`src/inc/bru_defines.vh`:
```
`ifndef BRU_DEFINES_VH
`define BRU_DEFINES_VH

// ==========================================
// instruction fields (bit n of the word is vector bit 31-n)
`define BRU_OP_HI          31
`define BRU_OP_LO          26
`define BRU_SEL_HI         25
`define BRU_SEL_LO         23
`define BRU_REG_HI         25
`define BRU_REG_LO         23
`define BRU_SIZE_HI        22
`define BRU_SIZE_LO        21
`define BRU_IND_BIT        20

// ==========================================
// operation codes, bits 0-5
`define BRU_OPC_COND       6'h3b
`define BRU_OPC_FUNC       6'h3c
`define BRU_OPC_INCR       6'h3d
`define BRU_OPC_LINK       6'h3e

// ==========================================
// status word fields
`define BRU_ADDR_HI        18
`define BRU_ADDR_LO        1
`define BRU_CC_HI          30
`define BRU_CC_LO          27
`define BRU_CC1            30
`define BRU_CC2            29
`define BRU_CC3            28
`define BRU_CC4            27
`define BRU_B5             26
`define BRU_F6_HI          25
`define BRU_F12_LO         19
`define BRU_MASK_TOP       15
`define BRU_PC_STEP        18'h00002
`define BRU_LINK_STEP      32'h00000004
`define BRU_PSW_RESET      32'h00000000
`define BRU_INC_ONE        32'h00000001

// ==========================================
// general registers
`define BRU_LINK_REG       3'h0
`define BRU_MASK_REG       3'h4

// ==========================================
// register port map
`define BRU_ADDR_W         8
`define BRU_REG_PSW        8'h00
`define BRU_REG_STATUS     8'h04
`define BRU_REG_GPR_BASE   8'h20
`define BRU_GPR_SEL_HI     4
`define BRU_GPR_SEL_LO     2
`define BRU_GPR_WIN_HI     7
`define BRU_GPR_WIN_LO     5
`define BRU_GPR_WIN        3'h1
`define BRU_STATUS_PAD     27'h0000000

`endif

```
`src/rtl/bru_gpr_mem.v`:
```
`timescale 1ns/100ps

// ==========================================
// general register file: one write port, two registered read ports
module bru_gpr_mem #(
    parameter DATA_W = 32,
    parameter ADDR_W = 3
) (
    // clock
    input  wire              clk_in,
    // write port
    input  wire              wr_en_in,
    input  wire [ADDR_W-1:0] wr_addr_in,
    input  wire [DATA_W-1:0] wr_data_in,
    // read ports
    input  wire [ADDR_W-1:0] rd_a_addr_in,
    output reg  [DATA_W-1:0] rd_a_data_out,
    input  wire [ADDR_W-1:0] rd_b_addr_in,
    output reg  [DATA_W-1:0] rd_b_data_out
);

    reg [DATA_W-1:0] mem_q [0:(1<<ADDR_W)-1];

    // no reset on the array: contents are software state
    always @(posedge clk_in) begin
        if (wr_en_in) begin
            mem_q[wr_addr_in] <= wr_data_in;
        end
        rd_a_data_out <= mem_q[rd_a_addr_in];
        rd_b_data_out <= mem_q[rd_b_addr_in];
    end

endmodule // bru_gpr_mem

```
`src/rtl/bru_branch_unit.v`:
```
`timescale 1ns/100ps
`include "bru_defines.vh"

module bru_branch_unit #(
    parameter GPR_AW = 3
) (
    // clock and reset
    input  wire                   CLOCK_IN,
    input  wire                   RST_N_IN,
    // instruction request from decode
    input  wire                   INSTR_VALID_IN,
    input  wire [31:0]            INSTR_IN,
    input  wire [31:0]            EFF_ADDR_IN,
    input  wire [31:0]            FINAL_IND_WORD_IN,
    output wire                   READY_OUT,
    // completion
    output reg                    DONE_OUT,
    output reg                    TAKEN_OUT,
    output wire [31:0]            PSW_OUT,
    // register port
    input  wire [`BRU_ADDR_W-1:0] REG_ADDR_IN,
    input  wire [31:0]            REG_WDATA_IN,
    input  wire                   REG_WR_IN,
    input  wire                   REG_RD_IN,
    output reg  [31:0]            REG_RDATA_OUT
);

    // ==========================================
    // state machine
    // one-hot: each state is a single flop
    localparam [2:0] ST_IDLE = 3'b001;
    localparam [2:0] ST_READ = 3'b010;
    localparam [2:0] ST_EXEC = 3'b100;

    reg  [2:0]  state_q;
    reg  [2:0]  state_d;
    reg  [31:0] psw_q;
    reg  [31:0] psw_d;
    reg  [31:0] instr_q;
    reg  [31:0] ea_q;
    reg  [31:0] ind_q;
    reg         taken_d;
    reg         done_d;
    reg         last_taken_q;
    reg  [5:0]  last_op_q;
    reg         rd_pend_q;
    reg  [`BRU_ADDR_W-1:0] rd_addr_q;

    wire [5:0]  op_w    = instr_q[`BRU_OP_HI:`BRU_OP_LO];
    wire [2:0]  sel_w   = instr_q[`BRU_SEL_HI:`BRU_SEL_LO];
    wire [1:0]  size_w  = instr_q[`BRU_SIZE_HI:`BRU_SIZE_LO];
    wire        ind_w   = instr_q[`BRU_IND_BIT];
    wire [GPR_AW-1:0] reg_sel_w = instr_q[`BRU_REG_HI:`BRU_REG_LO];
    wire        cc1_w   = psw_q[`BRU_CC1];
    wire        cc2_w   = psw_q[`BRU_CC2];
    wire        cc3_w   = psw_q[`BRU_CC3];
    wire        cc4_w   = psw_q[`BRU_CC4];

    wire        is_idle = state_q[0];
    assign READY_OUT = is_idle;
    assign PSW_OUT   = psw_q;

    // ==========================================
    // general registers
    wire [31:0] gpr_a_w;
    wire [31:0] gpr_b_w;
    reg         gpr_we;
    reg  [GPR_AW-1:0] gpr_waddr;
    reg  [31:0] gpr_wdata;
    // the read address follows the captured word, not the live request lines:
    // decode may move on once its request is taken, so its lines go stale
    wire [GPR_AW-1:0] fsm_raddr = (op_w == `BRU_OPC_FUNC) ?
                                  `BRU_MASK_REG : reg_sel_w;
    wire        bus_gpr_hit = (REG_ADDR_IN[`BRU_GPR_WIN_HI:`BRU_GPR_WIN_LO] == `BRU_GPR_WIN);
    wire [GPR_AW-1:0] bus_gidx = REG_ADDR_IN[`BRU_GPR_SEL_HI:`BRU_GPR_SEL_LO];

    bru_gpr_mem #(
        .DATA_W (32),
        .ADDR_W (GPR_AW)
    ) u_gpr (
        .clk_in        (CLOCK_IN),
        .wr_en_in      (gpr_we),
        .wr_addr_in    (gpr_waddr),
        .wr_data_in    (gpr_wdata),
        .rd_a_addr_in  (fsm_raddr),
        .rd_a_data_out (gpr_a_w),
        .rd_b_addr_in  (bus_gidx),
        .rd_b_data_out (gpr_b_w)
    );

    // ==========================================
    // branch decisions
    reg cond_hit;
    always @* begin
        case (sel_w)
            3'h1:    cond_hit = cc1_w;
            3'h2:    cond_hit = cc2_w;
            3'h3:    cond_hit = cc3_w;
            3'h4:    cond_hit = cc4_w;
            3'h5:    cond_hit = cc2_w | cc4_w;
            3'h6:    cond_hit = cc3_w | cc4_w;
            3'h7:    cond_hit = cc1_w | cc2_w | cc4_w;
            default: cond_hit = 1'b0;
        endcase
    end

    wire [3:0]  fn_idx  = {cc1_w, cc2_w, cc3_w, cc4_w};
    wire [3:0]  fn_pos  = 4'hf - fn_idx;
    wire        fn_hit  = gpr_a_w[fn_pos];
    // trade-off: the mask comes through the register file, costing one state

    wire [31:0] inc_w   = `BRU_INC_ONE << size_w;
    wire [31:0] sum_w   = gpr_a_w + inc_w;
    // carry out of the top bit is dropped: the register wraps to zero
    wire        sum_nz  = |sum_w;

    // sequential step is one word: the address field counts halfwords
    wire [17:0] seq_addr = psw_q[`BRU_ADDR_HI:`BRU_ADDR_LO] + `BRU_PC_STEP;
    wire [17:0] ea_addr  = ea_q[`BRU_ADDR_HI:`BRU_ADDR_LO];

    // ==========================================
    // execute
    always @* begin
        state_d   = state_q;
        psw_d     = psw_q;
        taken_d   = 1'b0;
        done_d    = 1'b0;
        gpr_we    = 1'b0;
        gpr_waddr = bus_gidx;
        gpr_wdata = REG_WDATA_IN;
        case (state_q)
            ST_IDLE: begin
                // a request outranks a register write in the same cycle
                if (INSTR_VALID_IN) begin
                    state_d = ST_READ;
                end else if (REG_WR_IN && bus_gpr_hit) begin
                    // software may only write registers while idle
                    gpr_we = 1'b1;
                end else if (REG_WR_IN && REG_ADDR_IN == `BRU_REG_PSW) begin
                    psw_d = REG_WDATA_IN;
                end
            end
            ST_READ: begin
                // register file is addressed from the captured word here;
                // its data stand in the execute state
                state_d = ST_EXEC;
            end
            ST_EXEC: begin
                state_d = ST_IDLE;
                done_d  = 1'b1;
                psw_d[`BRU_ADDR_HI:`BRU_ADDR_LO] = seq_addr;
                case (op_w)
                    `BRU_OPC_COND: begin
                        if (cond_hit) begin
                            taken_d = 1'b1;
                            psw_d[`BRU_ADDR_HI:`BRU_ADDR_LO] = ea_addr;
                            if (ind_w) begin
                                psw_d[`BRU_CC_HI:`BRU_CC_LO] = ind_q[`BRU_CC_HI:`BRU_CC_LO];
                            end
                        end
                    end
                    `BRU_OPC_FUNC: begin
                        if (fn_hit) begin
                            taken_d = 1'b1;
                            psw_d[`BRU_ADDR_HI:`BRU_ADDR_LO] = ea_addr;
                            if (ind_w) begin
                                psw_d[`BRU_CC_HI:`BRU_CC_LO] = ind_q[`BRU_CC_HI:`BRU_CC_LO];
                                psw_d[`BRU_F6_HI:`BRU_F12_LO] = ind_q[`BRU_F6_HI:`BRU_F12_LO];
                            end
                        end
                    end
                    `BRU_OPC_LINK: begin
                        taken_d   = 1'b1;
                        gpr_we    = 1'b1;
                        gpr_waddr = `BRU_LINK_REG;
                        gpr_wdata = psw_q + `BRU_LINK_STEP;
                        psw_d[`BRU_ADDR_HI:`BRU_ADDR_LO] = ea_addr;
                        if (ind_w) begin
                            psw_d[`BRU_CC_HI:`BRU_CC_LO] = ind_q[`BRU_CC_HI:`BRU_CC_LO];
                        end
                    end
                    `BRU_OPC_INCR: begin
                        gpr_we    = 1'b1;
                        gpr_waddr = reg_sel_w;
                        gpr_wdata = sum_w;
                        if (sum_nz) begin
                            taken_d = 1'b1;
                            psw_d[`BRU_ADDR_HI:`BRU_ADDR_LO] = ea_addr;
                            if (ind_w) begin
                                psw_d[`BRU_CC_HI:`BRU_CC_LO] = ind_q[`BRU_CC_HI:`BRU_CC_LO];
                            end
                        end
                    end
                    default: begin
                        // not a branch: just step on
                        // an unknown operation still completes so decode never stalls
                        taken_d = 1'b0;
                    end
                endcase
            end
            default: begin
                state_d = ST_IDLE;
            end
        endcase
    end

    // ==========================================
    // state registers
    always @(posedge CLOCK_IN or negedge RST_N_IN) begin
        if (!RST_N_IN) begin
            state_q      <= ST_IDLE;
            psw_q        <= `BRU_PSW_RESET;
            instr_q      <= 32'h00000000;
            ea_q         <= 32'h00000000;
            ind_q        <= 32'h00000000;
            DONE_OUT     <= 1'b0;
            TAKEN_OUT    <= 1'b0;
            last_taken_q <= 1'b0;
            last_op_q    <= 6'h00;
        end else begin
            state_q  <= state_d;
            psw_q    <= psw_d;
            DONE_OUT <= done_d;
            if (is_idle && INSTR_VALID_IN) begin
                // operands are captured so decode may move on
                instr_q <= INSTR_IN;
                ea_q    <= EFF_ADDR_IN;
                ind_q   <= FINAL_IND_WORD_IN;
            end
            // taken flag and status byte hold until the next completion
            if (done_d) begin
                TAKEN_OUT    <= taken_d;
                last_taken_q <= taken_d;
                last_op_q    <= op_w;
            end
        end
    end

    // ==========================================
    // register read port, data one cycle after the strobe
    always @(posedge CLOCK_IN or negedge RST_N_IN) begin
        if (!RST_N_IN) begin
            rd_pend_q <= 1'b0;
            rd_addr_q <= {`BRU_ADDR_W{1'b0}};
        end else begin
            rd_pend_q <= REG_RD_IN;
            rd_addr_q <= REG_ADDR_IN;
        end
    end

    always @* begin
        REG_RDATA_OUT = 32'h00000000;
        if (rd_pend_q) begin
            if (rd_addr_q[`BRU_GPR_WIN_HI:`BRU_GPR_WIN_LO] == `BRU_GPR_WIN) begin
                REG_RDATA_OUT = gpr_b_w;
            end else if (rd_addr_q == `BRU_REG_PSW) begin
                REG_RDATA_OUT = psw_q;
            end else if (rd_addr_q == `BRU_REG_STATUS) begin
                REG_RDATA_OUT = {`BRU_STATUS_PAD, last_op_q[3:0], last_taken_q} |
                                {31'h00000000, 1'b0} ;
                REG_RDATA_OUT[31] = ~is_idle;
            end
        end
    end

endmodule // bru_branch_unit

```
`config.mk`:
```
export PLATFORM = sky130hd
export DESIGN_NAME = bru_branch_unit
export DESIGN_NICKNAME = d
export VERILOG_FILES = /design/src/rtl/bru_gpr_mem.v /design/src/rtl/bru_branch_unit.v
export VERILOG_INCLUDE_DIRS = /design/src /design/src/inc
export SDC_FILE = /design/constraint.sdc
export NUM_CORES = 1
export LEC_CHECK = 0
export BUFFER_PORTS_ARGS = -buffer_cell sky130_fd_sc_hd__buf_2
export CAP_MARGIN = 20
export CORE_AREA = 2 2 338 206
export DETAILED_ROUTE_END_ITERATION = 7
export DIE_AREA = 0 0 340 208
export HOLD_SLACK_MARGIN = 0.06
export PLACE_DENSITY = 0.46
export SETUP_SLACK_MARGIN = 0.4
export SYNTH_ARGS = -nofsm -noshare
export SYNTH_HDL_FRONTEND = slang
export SYNTH_SLANG_ARGS = --single-unit
export TNS_END_PERCENT = 100
```
`constraint.sdc`:
```
create_clock -name CLOCK_IN -period 4.95 [get_ports CLOCK_IN]
set_clock_uncertainty 0.2 [all_clocks]
set_input_delay 1.485 -clock CLOCK_IN [delete_from_list [all_inputs] [get_ports CLOCK_IN]]
set_output_delay 1.485 -clock CLOCK_IN [all_outputs]
set_load 0.01 [all_outputs]
```
==> summary.md <==
| Metric | Value |
|---|---|
| Outcome | `finished clean` |
| Largest stage delay, worst path | `0.60 ns` |
| Placed wire-length estimate | `46.8 mm` |
| Worst slack on hold paths | `0.287 ns` |
| Start of the worst register-to-register path | `instr_q[21]` |
| Actual transition at the worst max-transition pin | `~1.2 ns` |
| Hold Path Origin | `last_op_q[2]` |
| Setup repair bufs after CTS | `0` |
| Inserted Clock Buffers | `40` |
| Total of hold buffers inserted after clock tree synthesis | `0` |
| Hold-critical path depth | `2` |
| Worst Reg-to-Reg Cells | `12` |
| RSZ-0062 raised after global routing | `false` |
| Post-synth top area cell | `sky130_fd_sc_hd__edfxtp_1` |
| Met1 track demand over resource in global routing | `between 20 and 30%` |
| Area enclosed by the die boundary | `70700 µm²` |
| Die height | `208 µm` |
| Final setup viols | `0` |
| Post-Synthesis Cell Area | `20100 µm²` |
| Startpoint-to-endpoint class of the critical path | `register to register` |
| Count of pins over their slew limit | `0` |
| Req. time, crit path | `5.20 ns` |
| Pin count of the biggest net entering global routing | `66` |
| Share of Yosys cell area claimed by the top area cell type | `38.3%` |
| Num ports | `208` |
| Leakage power summed over all cells | `0.00856 µW` |
| Largest cells by area after synthesis | `sky130_fd_sc_hd__edfxtp_1, sky130_fd_sc_hd__dfrtp_1, sky130_fd_sc_hd__mux4_2, sky130_fd_sc_hd__dfxtp_1, sky130_fd_sc_hd__nand2_1` |
| CTS root buffer | `sky130_fd_sc_hd__clkbuf_16` |
| Antenna viol nets, final | `0` |
| Fin crit period | `4.38 ns` |
| Flop2flop setup slack | `0.57 ns` |
| Final weighted congestion in routability-driven placement | `~0.92` |
| Primary FF master, synth | `sky130_fd_sc_hd__edfxtp_1` |
| Number of fill cells | `about 6.6k` |
| Clock input transition at the sequential cells of the worst setup and hold paths | `~0.070 ns` |
| Launching element type of the critical path | `register` |
| Number of warnings reported in the yosys synthesis log | `0` |
| Worst-path cell chain | `and2_1, ha_1, a21o_1, a31oi_1, nor2_1, a221o_1, nand4_1, or4b_1, buf_4, nor2_2, o21ai_2, mux2_1` |
| Destination of the worst hold path | `last_op_q[2]` |
| Data arrival at the endpoint of the critical path | `4.62 ns` |
| Share of the yosys chip area belonging to registers | `between 50 and 60%` |
| GRT Overall Usage | `between 15 and 20%` |
| Count of unresolved DRC violations after routing | `0` |
| Final total negative setup slack | `0 ns` |
| Max Fclk | `between 200 and 250 MHz` |
| Met3 Usage GRT | `3.55%` |
| Maximum root-to-sink buffer count | `3` |
| Number of enable-type register cells in the synthesized netlist | `~260` |
| Number of I/O port buffers | `approximately 150` |
| Critical Path End Type | `register` |
| CP max-delay cell | `sky130_fd_sc_hd__or4b_1` |
| Most Used Layer, Global Route | `met1` |
| Met2 Use GR | `28.1%` |
| Vias in the first global route | `14.5k` |
| Sink count of the clock tree | `411` |
| Post-Synthesis Net Count | `1778` |
| Multi-input gate area in the final layout | `8430 µm²` |
| 1st-pass router iterations | `5` |
| Insertion delay of the later-clocked pin in the worst-skew pair | `0.57 ns` |
| Worst vdd rail ir drop | `277 µV` |
| Share of the cycle needed by the critical path after routing | `88.4%` |
| Reg2Reg Capture Point | `PSW_OUT[29]` |
| Leading cell type by number of instances after synthesis | `sky130_fd_sc_hd__nand2_1` |
| Total area of sequential cells | `11200 µm²` |
| Detailed Route Iter0 Violations | `between 1.5k and 2k` |
| Effective utilization at floorplan | `29.8%` |
| Count of different cell masters after synthesis | `75` |
| Final Hold Viols | `0` |
| Clock tree from TritonCTS | `built` |
| Share of layout cells above drive strength 1 | `27.4%` |
| Placeable core area | `between 60000 and 70000 µm²` |
| First-pass GRT wire length | `a little over 100 mm` |
| Power density normalized to cell area | `483 nW/µm²` |
| Post-detailed-routing wire length | `69.7 mm` |
| Worst min-delay path class | `register to register` |
| Count of mapped cells out of synthesis | `between 1.5k and 2k` |
| Floorplan die width | `approximately 340 µm` |
| Area growth from synthesis to final layout | `17.2%` |
| Cts repair resizes | `0` |
| Vias | `14.6k` |
| Overflow left after global routing | `0` |
| Mean area per synthesized cell | `12.3 µm²` |
| Row count | `74` |
| Relative slew slack | `roughly 22%` |
| Crit Path Max Fanout | `8` |
| Number of antenna violations at the first check in global routing | `0` |
| Post-DR vias/cell | `5.41` |
| H-tree depth reported by CTS | `2` |
| Routed wire length per instance | `25.8 µm` |
| Total Nets Final | `approximately 1.9k` |
| Max-capacitance violation count | `0` |
| Number of register bits inferred by synthesis | `roughly 410` |
| Synth async-reset ratio | `22.1%` |
| Leading cell types by count after synthesis | `sky130_fd_sc_hd__nand2_1, sky130_fd_sc_hd__edfxtp_1, sky130_fd_sc_hd__mux4_2, sky130_fd_sc_hd__clkbuf_1` |
[per-layer routing]
layer,vias to the layer above,share of wire (%)
li1,6386,-
met1,7579,49
met2,566,43
met3,74,6.9
met4,0,1.7
met5,-,0
[state kept, by name (all words and copies together) (netlist names)]
| name | count |
|---|---|
| last_op_q | 4 |
| u_gpr.rd_a_data_out | 32 |
| u_gpr.rd_b_data_out | 32 |
| instr_q | 12 |
| rd_pend_q | 1 |
| last_taken_q | 1 |
| rd_addr_q | 8 |
| ea_q | 18 |
| ind_q | 11 |
| state_q | 3 |
| u_gpr.mem_q | 256 |
| PSW_OUT | 32 |
| DONE_OUT | 1 |
[worst max-delay path by stage]
stage                               from                 to  slack (ns)  cells past startpoint
after floorplan           REG_ADDR_IN[3]  u_gpr.mem_q[6][0]        0.17                      5
after global placement       instr_q[22]        PSW_OUT[27]        0.50                     13
after detailed placement     instr_q[21]        PSW_OUT[29]        0.44                     12
after CTS                    instr_q[22]        PSW_OUT[29]        0.41                     13
after global routing         instr_q[22]         PSW_OUT[4]        0.40                     15
final                        instr_q[21]        PSW_OUT[29]        0.57                     12
[power breakdown]
part / switching, µW / total (µW) / internal (µW) / leakage [µW]
Sequential: 829 / 4920 / 4090 / 0.00392
Clock: 1380 / 3230 / 1850 / 0.000678
Combinational: 1920 / 3220 / 1300 / 0.00396
[worst max-delay path, delay by kind of cell, from the launching register on]
family	cells	cell delay, ns
compound gates	4	0.95
flops	1	0.42
simple gates	5	1.70
fa+ha+maj	1	0.40
mux	1	0.36
buf+inv	1	0.22
[placed cells by master (no fill, tap or decap), types with 25 or more instances in the layout]
master / count
sky130_fd_sc_hd__mux4_2: 100
sky130_fd_sc_hd__a22oi_1: 45
sky130_fd_sc_hd__nand3_1: 78
sky130_fd_sc_hd__buf_4: 35
sky130_fd_sc_hd__and3_1: 28
sky130_fd_sc_hd__buf_2: 150
sky130_fd_sc_hd__mux2_2: 79
sky130_fd_sc_hd__nor2b_1: 28
sky130_fd_sc_hd__clkbuf_16: 42
sky130_fd_sc_hd__xor2_1: 28
sky130_fd_sc_hd__dfxtp_1: 64
sky130_fd_sc_hd__edfxtp_1: 256
sky130_fd_sc_hd__dfrtp_1: 88
sky130_fd_sc_hd__o21ai_0: 90
sky130_fd_sc_hd__nor2_1: 40
sky130_fd_sc_hd__nand2_1: 277
sky130_fd_sc_hd__inv_1: 25
sky130_fd_sc_hd__a21oi_1: 33
sky130_fd_sc_hd__xnor2_1: 26
[cell families (layout without fill, tap and decap cells)]
logic type,Yosys count,count (layout),share of synthesized area [%]
other cells,0,1,0
buf+inv,142,297,2.77
simple gates,557,557,13.0
compound gates,264,264,8.91
mux,194,194,16.4
flops,411,411,56.0
fa+ha+maj,6,6,0.411
xor+xnor,57,57,2.49
[area by class of cell]
cell class                 instances  share of cell area [%]
sequential                       411                    47.8
clock buffer                      55                    4.88
clock inverter                    18                   0.904
inverter                          26                   0.415
antenna                            1                  0.0106
multi-input combinational       1078                    35.8
tap                              912                    4.85
timing repair buffer             198                    5.36
[through the flow]
| stage | area (µm²) | setup slack, ns | util [%] | total power (µW) | instances |
|---|---|---|---|---|---|
| finish | 23500 | 0.573 | 34.9 | 11400 | 2699 |
| global route | 23500 | 0.400 | 34.9 | 12000 | 2698 |
| CTS | 23500 | 0.412 | 34.8 | 11400 | 2696 |
| detailed placement | 22100 | 0.440 | 32.7 | 8140 | 2623 |
| global placement | 22100 | 0.496 | 32.7 | 8100 | 2622 |
| floorplan | 20100 | 0.166 | - | 6780 | 1631 |
Power figures use the tool's default switching activity.
